--- config.mk ---
export PLATFORM = sky130hd
export DESIGN_NAME = ccse_exec
export DESIGN_NICKNAME = d
export VERILOG_FILES = /design/src/logic/ccse_pkg.sv /design/src/logic/ccse_phase.sv /design/src/logic/ccse_exec.sv
export VERILOG_INCLUDE_DIRS = /design/src /design/src/logic
export SDC_FILE = /design/constraint.sdc
export NUM_CORES = 1
export LEC_CHECK = 0
export BUFFER_PORTS_ARGS = -buffer_cell sky130_fd_sc_hd__buf_4
export CAP_MARGIN = 20
export CORE_ASPECT_RATIO = 1.2
export CORE_UTILIZATION = 55
export DETAILED_ROUTE_END_ITERATION = 7
export PLACE_DENSITY = 0.88
export SLEW_MARGIN = 20
export SYNTH_ARGS = -nofsm -noshare
export SYNTH_HDL_FRONTEND = slang
export SYNTH_SLANG_ARGS = --single-unit
export TNS_END_PERCENT = 1
--- constraint.sdc ---
create_clock -name clock_in -period 5.3 [get_ports clock_in]
set_input_delay 1.59 -clock clock_in [delete_from_list [all_inputs] [get_ports clock_in]]
set_output_delay 1.59 -clock clock_in [all_outputs]
set_load 0.02 [all_outputs]
--- src/logic/ccse_map.svh ---
// constants of the complement and compare-skip execution slice
// Summary of operation
// - complement opcode inverts register, sets N and Z
// - destination bit 0 gives accumulator, 1 register
// - bank bit 0 access window, 1 bank pointer
// - compare opcode subtracts, no flags, no store
// - equal operands discard fetched word, idle slot
// - compare is one word, one cycle, two or three when it skips
// - skipped two-word instruction costs three cycles total
`ifndef CCSE_MAP_SVH
`define CCSE_MAP_SVH

// opcode patterns on the upper instruction bits
`define CCSE_INV_OPC        6'h07
`define CCSE_INV_OPC_LSB    10
`define CCSE_CMP_OPC        7'h31
`define CCSE_CMP_OPC_LSB    9
`define CCSE_DEST_BIT       9
`define CCSE_BANK_BIT       8

// fixed access window: low half from bank 0, high half from the top bank
`define CCSE_WIN_SPLIT      8'h80
`define CCSE_WIN_LOW_BANK   4'h0
`define CCSE_WIN_HIGH_BANK  4'hF

// phases of one instruction cycle
`define CCSE_PH_DECODE      2'h0
`define CCSE_PH_READ        2'h1
`define CCSE_PH_PROCESS     2'h2
`define CCSE_PH_WRITE       2'h3

// register word indices on the bus
`define CCSE_REG_ACC        2'h0
`define CCSE_REG_BANK       2'h1
`define CCSE_REG_STAT       2'h2
`define CCSE_REG_SKIP       2'h3

// status register fields
`define CCSE_STAT_Z         0
`define CCSE_STAT_N         1
`define CCSE_STAT_BUSY      8

// reset values
`define CCSE_ACC_RST        8'h00
`define CCSE_BANK_RST       4'h0

// words discarded by a taken skip
`define CCSE_SKIP_ONE       2'h1
`define CCSE_SKIP_TWO       2'h2

`endif

--- src/logic/ccse_pkg.sv ---
// types of the complement and compare-skip execution slice
package ccse_pkg;

    typedef enum logic [1:0] {
        CCSE_IDLE_S,
        CCSE_INV_S,
        CCSE_CMP_S,
        CCSE_SKIP_S
    } ccse_state_t;

endpackage : ccse_pkg

--- src/logic/ccse_phase.sv ---
// four-phase sequencer of the instruction cycle
`timescale 1ns/1ps
`include "ccse_map.svh"

module ccse_phase
    import ccse_pkg::*;
(
    // clock and reset
    input  wire logic       clock_in,
    input  wire logic       rst_b_in,
    // phase
    output logic [1:0]      phase_out
);

    typedef struct packed {
        logic [1:0] phase;
    } ccse_phase_st_t;

    ccse_phase_st_t st_ff;
    ccse_phase_st_t nxt_st;

    always_comb begin
        nxt_st       = st_ff;
        nxt_st.phase = st_ff.phase + 2'h1;
    end

    always_ff @(posedge clock_in) begin
        if (!rst_b_in) begin
            st_ff.phase <= `CCSE_PH_DECODE;
        end else begin
            st_ff <= nxt_st;
        end
    end

    assign phase_out = st_ff.phase;

endmodule : ccse_phase

--- src/logic/ccse_exec.sv ---
// execution slice for the register complement and equal compare-skip
//
// Implementation choices: register access over Avalon-MM and the register addresses.
`timescale 1ns/1ps
`include "ccse_map.svh"

module ccse_exec
    import ccse_pkg::*;
(
    // clock and reset
    input  wire logic        clock_in,
    input  wire logic        rst_b_in,
    // instruction handed over by the fetch pipeline
    input  wire logic        insn_valid_in,
    input  wire logic [15:0] insn_word_in,
    input  wire logic        fetched_two_word_in,
    // data memory
    output logic [11:0]      mem_addr_out,
    output logic             mem_rd_out,
    input  wire logic [7:0]  mem_rdata_in,
    output logic             mem_wr_out,
    output logic [7:0]       mem_wdata_out,
    // execution status
    output logic             exec_out,
    output logic             discard_out,
    // avalon-mm slave
    input  wire logic [1:0]  avs_address_in,
    input  wire logic        avs_read_in,
    input  wire logic        avs_write_in,
    input  wire logic [31:0] avs_writedata_in,
    input  wire logic [3:0]  avs_byteenable_in,
    output logic [31:0]      avs_readdata_out,
    output logic             avs_waitrequest_out
);

    typedef struct packed {
        ccse_state_t state;
        logic        dest_reg;
        logic [7:0]  res;
        logic        eq;
        logic [1:0]  skip_cnt;
        logic [11:0] addr;
        logic        rd;
        logic        wr;
        logic [7:0]  wdata;
        logic [7:0]  acc;
        logic [3:0]  bank;
        logic        flag_n;
        logic        flag_z;
        logic [7:0]  skip_total;
        logic        exec;
        logic        discard;
        logic        wreq;
        logic [31:0] rdata;
    } ccse_st_t;

    ccse_st_t   st_ff;
    ccse_st_t   nxt_st;
    logic [1:0] phase;

    ccse_phase u_phase (
        .clock_in  (clock_in),
        .rst_b_in  (rst_b_in),
        .phase_out (phase)
    );

    function automatic logic [11:0] data_addr(input logic       use_bank,
                                               input logic [3:0] bank,
                                               input logic [7:0] f);
        logic [3:0] hi;
        hi = (f < `CCSE_WIN_SPLIT) ? `CCSE_WIN_LOW_BANK : `CCSE_WIN_HIGH_BANK;
        if (use_bank) begin
            return {bank, f};
        end
        return {hi, f};
    endfunction : data_addr

    function automatic logic [7:0] invert_byte(input logic [7:0] v);
        return ~v;
    endfunction : invert_byte

    logic       is_inv;
    logic       is_cmp;
    logic       bus_go;
    logic       sw_write;
    logic [7:0] diff;

    assign is_inv   = (insn_word_in[15:`CCSE_INV_OPC_LSB] == `CCSE_INV_OPC);
    assign is_cmp   = (insn_word_in[15:`CCSE_CMP_OPC_LSB] == `CCSE_CMP_OPC);
    assign bus_go   = (avs_read_in || avs_write_in) && st_ff.wreq;
    // a write lands only on the edge that sees waitrequest low
    assign sw_write = avs_write_in && !st_ff.wreq && avs_byteenable_in[0];
    assign diff     = mem_rdata_in - st_ff.acc;

    always_comb begin
        nxt_st         = st_ff;
        nxt_st.rd      = 1'b0;
        nxt_st.wr      = 1'b0;
        nxt_st.wreq    = 1'b1;

        // bus side: one wait cycle, then answer; the core's own update of
        // acc and flags in the same cycle wins over a software write below
        if (bus_go) begin
            nxt_st.wreq = 1'b0;
            case (avs_address_in)
                `CCSE_REG_ACC: begin
                    nxt_st.rdata = {24'h000000, st_ff.acc};
                end
                `CCSE_REG_BANK: begin
                    nxt_st.rdata = {28'h0000000, st_ff.bank};
                end
                `CCSE_REG_STAT: begin
                    nxt_st.rdata = 32'h00000000;
                    nxt_st.rdata[`CCSE_STAT_Z]    = st_ff.flag_z;
                    nxt_st.rdata[`CCSE_STAT_N]    = st_ff.flag_n;
                    // busy lets software see an instruction or idle slot in flight
                    nxt_st.rdata[`CCSE_STAT_BUSY] = (st_ff.state != CCSE_IDLE_S);
                end
                `CCSE_REG_SKIP: begin
                    nxt_st.rdata = {24'h000000, st_ff.skip_total};
                end
                default: begin
                    nxt_st.rdata = 32'h00000000;
                end
            endcase
        end
        if (sw_write) begin
            case (avs_address_in)
                `CCSE_REG_ACC: begin
                    nxt_st.acc = avs_writedata_in[7:0];
                end
                `CCSE_REG_BANK: begin
                    nxt_st.bank = avs_writedata_in[3:0];
                end
                `CCSE_REG_STAT: begin
                    nxt_st.flag_z = avs_writedata_in[`CCSE_STAT_Z];
                    nxt_st.flag_n = avs_writedata_in[`CCSE_STAT_N];
                end
                `CCSE_REG_SKIP: begin
                    nxt_st.skip_total = 8'h00;
                end
                default: ;
            endcase
        end

        case (phase)
            `CCSE_PH_DECODE: begin
                nxt_st.exec    = 1'b0;
                nxt_st.discard = 1'b0;
                nxt_st.state   = CCSE_IDLE_S;
                if (st_ff.skip_cnt != 2'h0) begin
                    // fetched word dropped, idle slot runs in its place
                    nxt_st.state    = CCSE_SKIP_S;
                    nxt_st.discard  = 1'b1;
                    nxt_st.skip_cnt = st_ff.skip_cnt - 2'h1;
                end else if (insn_valid_in && (is_inv || is_cmp)) begin
                    nxt_st.state    = is_inv ? CCSE_INV_S : CCSE_CMP_S;
                    nxt_st.dest_reg = insn_word_in[`CCSE_DEST_BIT];
                    nxt_st.addr     = data_addr(insn_word_in[`CCSE_BANK_BIT],
                                                st_ff.bank, insn_word_in[7:0]);
                    nxt_st.rd       = 1'b1;
                    nxt_st.exec     = 1'b1;
                end
            end
            `CCSE_PH_READ: begin
                // memory answers in the cycle after the read strobe
            end
            `CCSE_PH_PROCESS: begin
                nxt_st.res = invert_byte(mem_rdata_in);
                nxt_st.eq  = (diff == 8'h00);
                // memory write goes out a clock before acc and flags settle
                if (st_ff.state == CCSE_INV_S && st_ff.dest_reg) begin
                    nxt_st.wr    = 1'b1;
                    nxt_st.wdata = invert_byte(mem_rdata_in);
                end
            end
            `CCSE_PH_WRITE: begin
                case (st_ff.state)
                    CCSE_INV_S: begin
                        if (!st_ff.dest_reg) begin
                            nxt_st.acc = st_ff.res;
                        end
                        nxt_st.flag_n = st_ff.res[7];
                        nxt_st.flag_z = (st_ff.res == 8'h00);
                    end
                    CCSE_CMP_S: begin
                        if (st_ff.eq) begin
                            if (fetched_two_word_in) begin
                                nxt_st.skip_cnt = `CCSE_SKIP_TWO;
                            end else begin
                                nxt_st.skip_cnt = `CCSE_SKIP_ONE;
                            end
                            // a clear on this edge still keeps the skip it raced with
                            nxt_st.skip_total = nxt_st.skip_total + 8'h01;
                        end
                    end
                    default: ;
                endcase
            end
            default: ;
        endcase
    end

    always_ff @(posedge clock_in) begin
        if (!rst_b_in) begin
            st_ff            <= '0;
            st_ff.state      <= CCSE_IDLE_S;
            st_ff.acc        <= `CCSE_ACC_RST;
            st_ff.bank       <= `CCSE_BANK_RST;
            st_ff.wreq       <= 1'b1;
        end else begin
            st_ff <= nxt_st;
        end
    end

    assign mem_addr_out        = st_ff.addr;
    assign mem_rd_out          = st_ff.rd;
    assign mem_wr_out          = st_ff.wr;
    assign mem_wdata_out       = st_ff.wdata;
    assign exec_out            = st_ff.exec;
    assign discard_out         = st_ff.discard;
    assign avs_readdata_out    = st_ff.rdata;
    assign avs_waitrequest_out = st_ff.wreq;

endmodule : ccse_exec

Word-level counts from Yosys, hierarchy flattened
Cells that the tools add are included.
Widths: inputs -> output; s select.

storage, ports and cells
  register bits after elaboration = 95
  output and inout bits = 57

operators by class
  bitwise gates (word level) = 4
  add/sub/neg operators = 4
  order comparisons = 1
  reductions and logical operators = 21
  eq/ne operators = 12
  muxes and demuxes = 34

operator list
  operator             number
  $pmux 32 s4          1
  $mux 8               7
  $mux 33              1
  $mux 12              2
  $mux 22              1
  $logic_not 8->1      2
  $mux 2               8
  $eq 2x2->1 const B   5
  $mux 10              1
  $mux 9               1
  $add 8x1->8 const B  1
  $lt 8x8->1 const B   1
  $mux 1               8
  $mux 4               2
  $not 8->8            1
  $sub 8x8->8          1
  $eq 7x6->1 const B   1
  $eq 6x3->1 const B   1
  $reduce_and 2->1     3
  $reduce_bool 2->1    3
  $logic_and 1x1->1    5
  $eq 2x1->1 const B   2
  $logic_not 2->1      2
  $ne 2x2->1 const B   2
  11 further kinds     14

Longest topological paths before layout
  word-level depth = 8
  mapped depth = 9
  gate-level depth less buffers = 8

Hierarchy
From an unflattened synthesis, not the netlist that was laid out.

second synthesis, totals
  cells, all modules = 424
  area total of the unflattened synthesis = 3729.8 um^2

modules (own cells, without submodules)
  module      area each (um^2)  instances  cells an instance  seq. area each (um^2)
  ccse_exec   3666.0            1          419                1401.3
  ccse_phase  63.8              1          5                  40.0

Worst setup path before layout
OpenSTA, ideal clock, no wires.

  path kind = input port to flip-flop
  start point = input avs_address_in[1]
  end point = register st_ff[39] (netlist bit)
  required time = 5.183 ns
  path slack = 2.215 ns
  arrival time = 2.967 ns
  stages on the path = 9
  cells stage by stage = buf_2 -> and2_1 -> nand2b_1 -> and2_1 -> ha_1 -> and2_1 -> and3_1 -> xnor2_1 -> nor2_1

on the way
  word-level cells in the longest chain between the ends = 7

RTL lines
  element               RTL line          text
  from (decl)           ccse_exec.sv:27   input wire logic [1:0] avs_address_in,
  $eq 2x2->1 (*)        ccse_exec.sv:128  case (avs_address_in)
  $mux 8 (*)            ccse_exec.sv:128
  $mux 22 (*)           ccse_exec.sv:127  if (sw_write) begin
  $add 8x1->8           ccse_exec.sv:194  nxt_st.skip_total = nxt_st.skip_total + 8'h01;
  $mux 8                ccse_exec.sv:187  if (st_ff.eq) begin
  $mux 8                ccse_exec.sv:178  case (st_ff.state)
  $mux 10 (*)           ccse_exec.sv:146  case (phase)
  to (signal assigned)  ccse_exec.sv:212  st_ff <= nxt_st;
  to (decl)             ccse_exec.sv:57   ccse_st_t st_ff;

Every way passes the cells marked *; elsewhere a longest branch is shown, timed or not.
A chain may end at the register's enable or synchronous reset.

Worst setup path after layout
  start point = input insn_word_in[13]
  end point = register st_ff[90] (netlist bit)

on the way
  word-level cells in the longest chain between the ends = 4
  elaborated cells on any way between the ends = 5
  classes of those cells = eq/ne: 2; reduce/logical: 3

RTL lines
  element                                             RTL line          text
  from (decl)                                         ccse_exec.sv:15   input wire logic [15:0] insn_word_in,
  $eq 7x6->1 (no line) or $eq 6x3->1 (tied branches)  --
  $logic_or 1x1->1 (*)                                ccse_exec.sv:156  end else if (insn_valid_in && (is_inv || is_cmp)) begin
  $logic_and 1x1->1 (*)                               ccse_exec.sv:156
  $reduce_and 3->1 (no line) (*)                      --

Marked as above.

==> metrics.txt <==
outcome=finished, final reports clean; Worst R2R Setup Slack=3.18 ns; top cell type by total area after synthesis=dfxtp_1; clock latency on the worst-skew pair=0.35 ns; setup_tns=0 ns; final non-filler cell total=537; Worst Path Required=5.50 ns; Synth Area in Adders=3.99%; Total GRT Usage=22.8%; most frequent cell after synthesis=dfxtp_1; vias per cell=5.39; CTS root buf=clkbuf_8; DR pass1 iterations=4; Longest Clk Path Bufs=2; Post-layout nets=528; Die ar.=0.00717 mm2; top_reg_cell synth=dfxtp_1; total gr overflow=0; starting DRC count in detailed routing=213; worst rel slew slack=31.1%; routability-driven placement congestion ratio=0.867; drc violations=0; CP Class=in2reg; Synth Instances=412; first-pass GRT wire length=12800 um; clk sinks=72; total internal power=0.847 mW; fin area=0.00420 mm2; clock network fraction of total power=35.4%; worst setup margin=2.42 ns; Yosys top cell area share=38.3%; combinational fraction of design power=15.1%; yosys warns=0; post-synthesis mux area share=7.92%; final core occ=64.3%; EDFF count, synth=0; fin crit share=54.4%; ANT nets after route=0; # IOs=125; CTS tree=yes; clock slew at reported path FFs=0.07 ns; Critical R2R Capture=st_ff[81]; Power Density=278 mW/mm2; Hold WC Path Type=reg2reg; CTS Hold Bufs=0; share of layout cells above drive strength 1=24.8%; Synth area leaders=dfxtp_1 38%, buf_4 10%, nor2_1 6.6%, mux2i_1 6.1%, a211oi_1 5.8%; Initial Utilization=57.6%; HP Start=u_phase.phase_out[0]; Fill cells=562; Die H=92.6 um; largest family of logic cells by synthesized area=simple AND/OR/NAND/NOR gates; Vias=2893; final WL=7730 um; Critical Path Start Type=primary input; port bufs=74; Worst Skew=0.00857 ns; Hold WS=0.458 ns; chip width=77.5 um; Worst Reg-to-Reg Cells=8; final setup violation count=0; area of the core=0.00653 mm2; Async S/R FF share, synth=0%; RSZ-0062 raised after global routing=no; drt wl/cell=14.4 um; Final Slew Violations=0; Seq/Total Area, Yosys=38.3%; Hold Crit Endpoint=u_phase.phase_out[0]; synth-to-layout area growth=11.7%; CTS H-tree lvls=3; CP Max Fanout=19; Mapped Area=0.00376 mm2; max-cap violation count=0; Placed Area=0.00400 mm2; cts bufs inserted=9; sequential power share=49.5%; Cells after DPL=522; post-cts resize count=0; P_sw=0.321 mW; DP Worst Slack=1.79 ns; initial antenna violation count=0; Post-synth top cells=72 x dfxtp_1, 66 x nor2_1, 52 x buf_4; xor and xnor area share after synthesis=2.56%; simple-gate share of the synthesized area=16.9%; leakage power=1.73 nW; fmax=347 MHz; Compound-Gate Fraction of Synth Area=15.2%; worst r2r src=u_phase.phase_out[0]; switching share of power=27.5%; actual slew at the worst max-slew pin=1.03 ns; n_diodes=0; Final min period=2.88 ns; Cell Rows=32; largest net degree at the start of global routing=60; VDD IR-drop max=0.000156 V; Yosys cell types=54; Avg Inst Size Synth=9.12 um2; vias in the first global route=2774; DP Wirelength=5680 um; total power=1.17 mW; Worst Path Arrival=3.08 ns; Setup Fix Bufs, Post-CTS=0; hold depth=1; endpoint class of the critical path=register; synthesized flop and latch total=72; Final Hold Viols=0
-- area by class of cell --
type | count | area (um2) | area share (%)
clock buffers | 9 | 124 | 2.95
clock inverters | 6 | 61.3 | 1.46
inverters | 17 | 63.8 | 1.52
multi-input cells | 274 | 1840 | 43.9
flip-flops and latches | 72 | 1440 | 34.3
well taps | 85 | 106 | 2.53
repair buffers | 74 | 556 | 13.2
-- power by group through the flow --
stage / sequential [mW] / combinational, mW / clock [mW]
after floorplan: 0.587 / 0.135 / 0
after global placement: 0.589 / 0.169 / 0
after detailed placement: 0.590 / 0.175 / 0
after CTS: 0.578 / 0.176 / 0.419
after global routing: 0.581 / 0.196 / 0.444
final: 0.578 / 0.177 / 0.413
-- worst max-delay path, cell delays in order --
cell,delay (ns)
buf_4,0.12
nor4b_4,0.28
nand3_1,0.17
a21oi_4,0.59
mux2i_1,0.27
nor2_1,0.05
-- routing by layer --
metal	GRT usage [%]	part of all wire (%)	up-vias
met5	0	0	-
met4	11.6	2.7	0
met3	4.83	6.0	16
met2	39.3	51	91
met1	26.6	41	1353
li1	-	-	1433
-- worst max-delay path by stage --
stage,depth (start not counted),slack (ns),to,start
3_3_place_gp,6,1.84,mem_addr_out[4],insn_word_in[15]
2_1_floorplan,9,2.22,st_ff[39],avs_address_in[1]
3_5_place_dp,6,1.79,mem_addr_out[6],insn_word_in[15]
6_report,6,2.42,st_ff[90],insn_word_in[13]
4_1_cts,6,2.16,mem_addr_out[7],insn_word_in[15]
5_1_grt,6,2.29,mem_addr_out[1],insn_word_in[13]
-- state kept, by name (all words and copies together), names as in the netlist --
signal	count
avs_readdata_out	9
avs_waitrequest_out	1
discard_out	1
exec_out	1
mem_addr_out	12
mem_rd_out	1
mem_wdata_out	8
mem_wr_out	1
st_ff	36
u_phase.phase_out	2
-- cell families after synthesis --
| logic type | count (synthesis) |
|---|---|
| AND/OR/NAND/NOR | 125 |
| buffers and inverters | 88 |
| AO/OA/AOI/OAI | 76 |
| flip-flops | 72 |
| multiplexers | 27 |
| adder cells (fa/ha/maj) | 12 |
| XOR/XNOR | 11 |
| other | 1 |
-- cells in the final DEF (no fill, tap or decap), types with 12 or more instances in the layout --
cell      count
buf_4        74
dfxtp_1      72
nor2_1       66
a211oi_1     29
mux2i_1      23
conb_1       23
inv_1        16
nand2_1      15
a21oi_1      14
ha_1         12
Power figures use the tool's default switching activity.
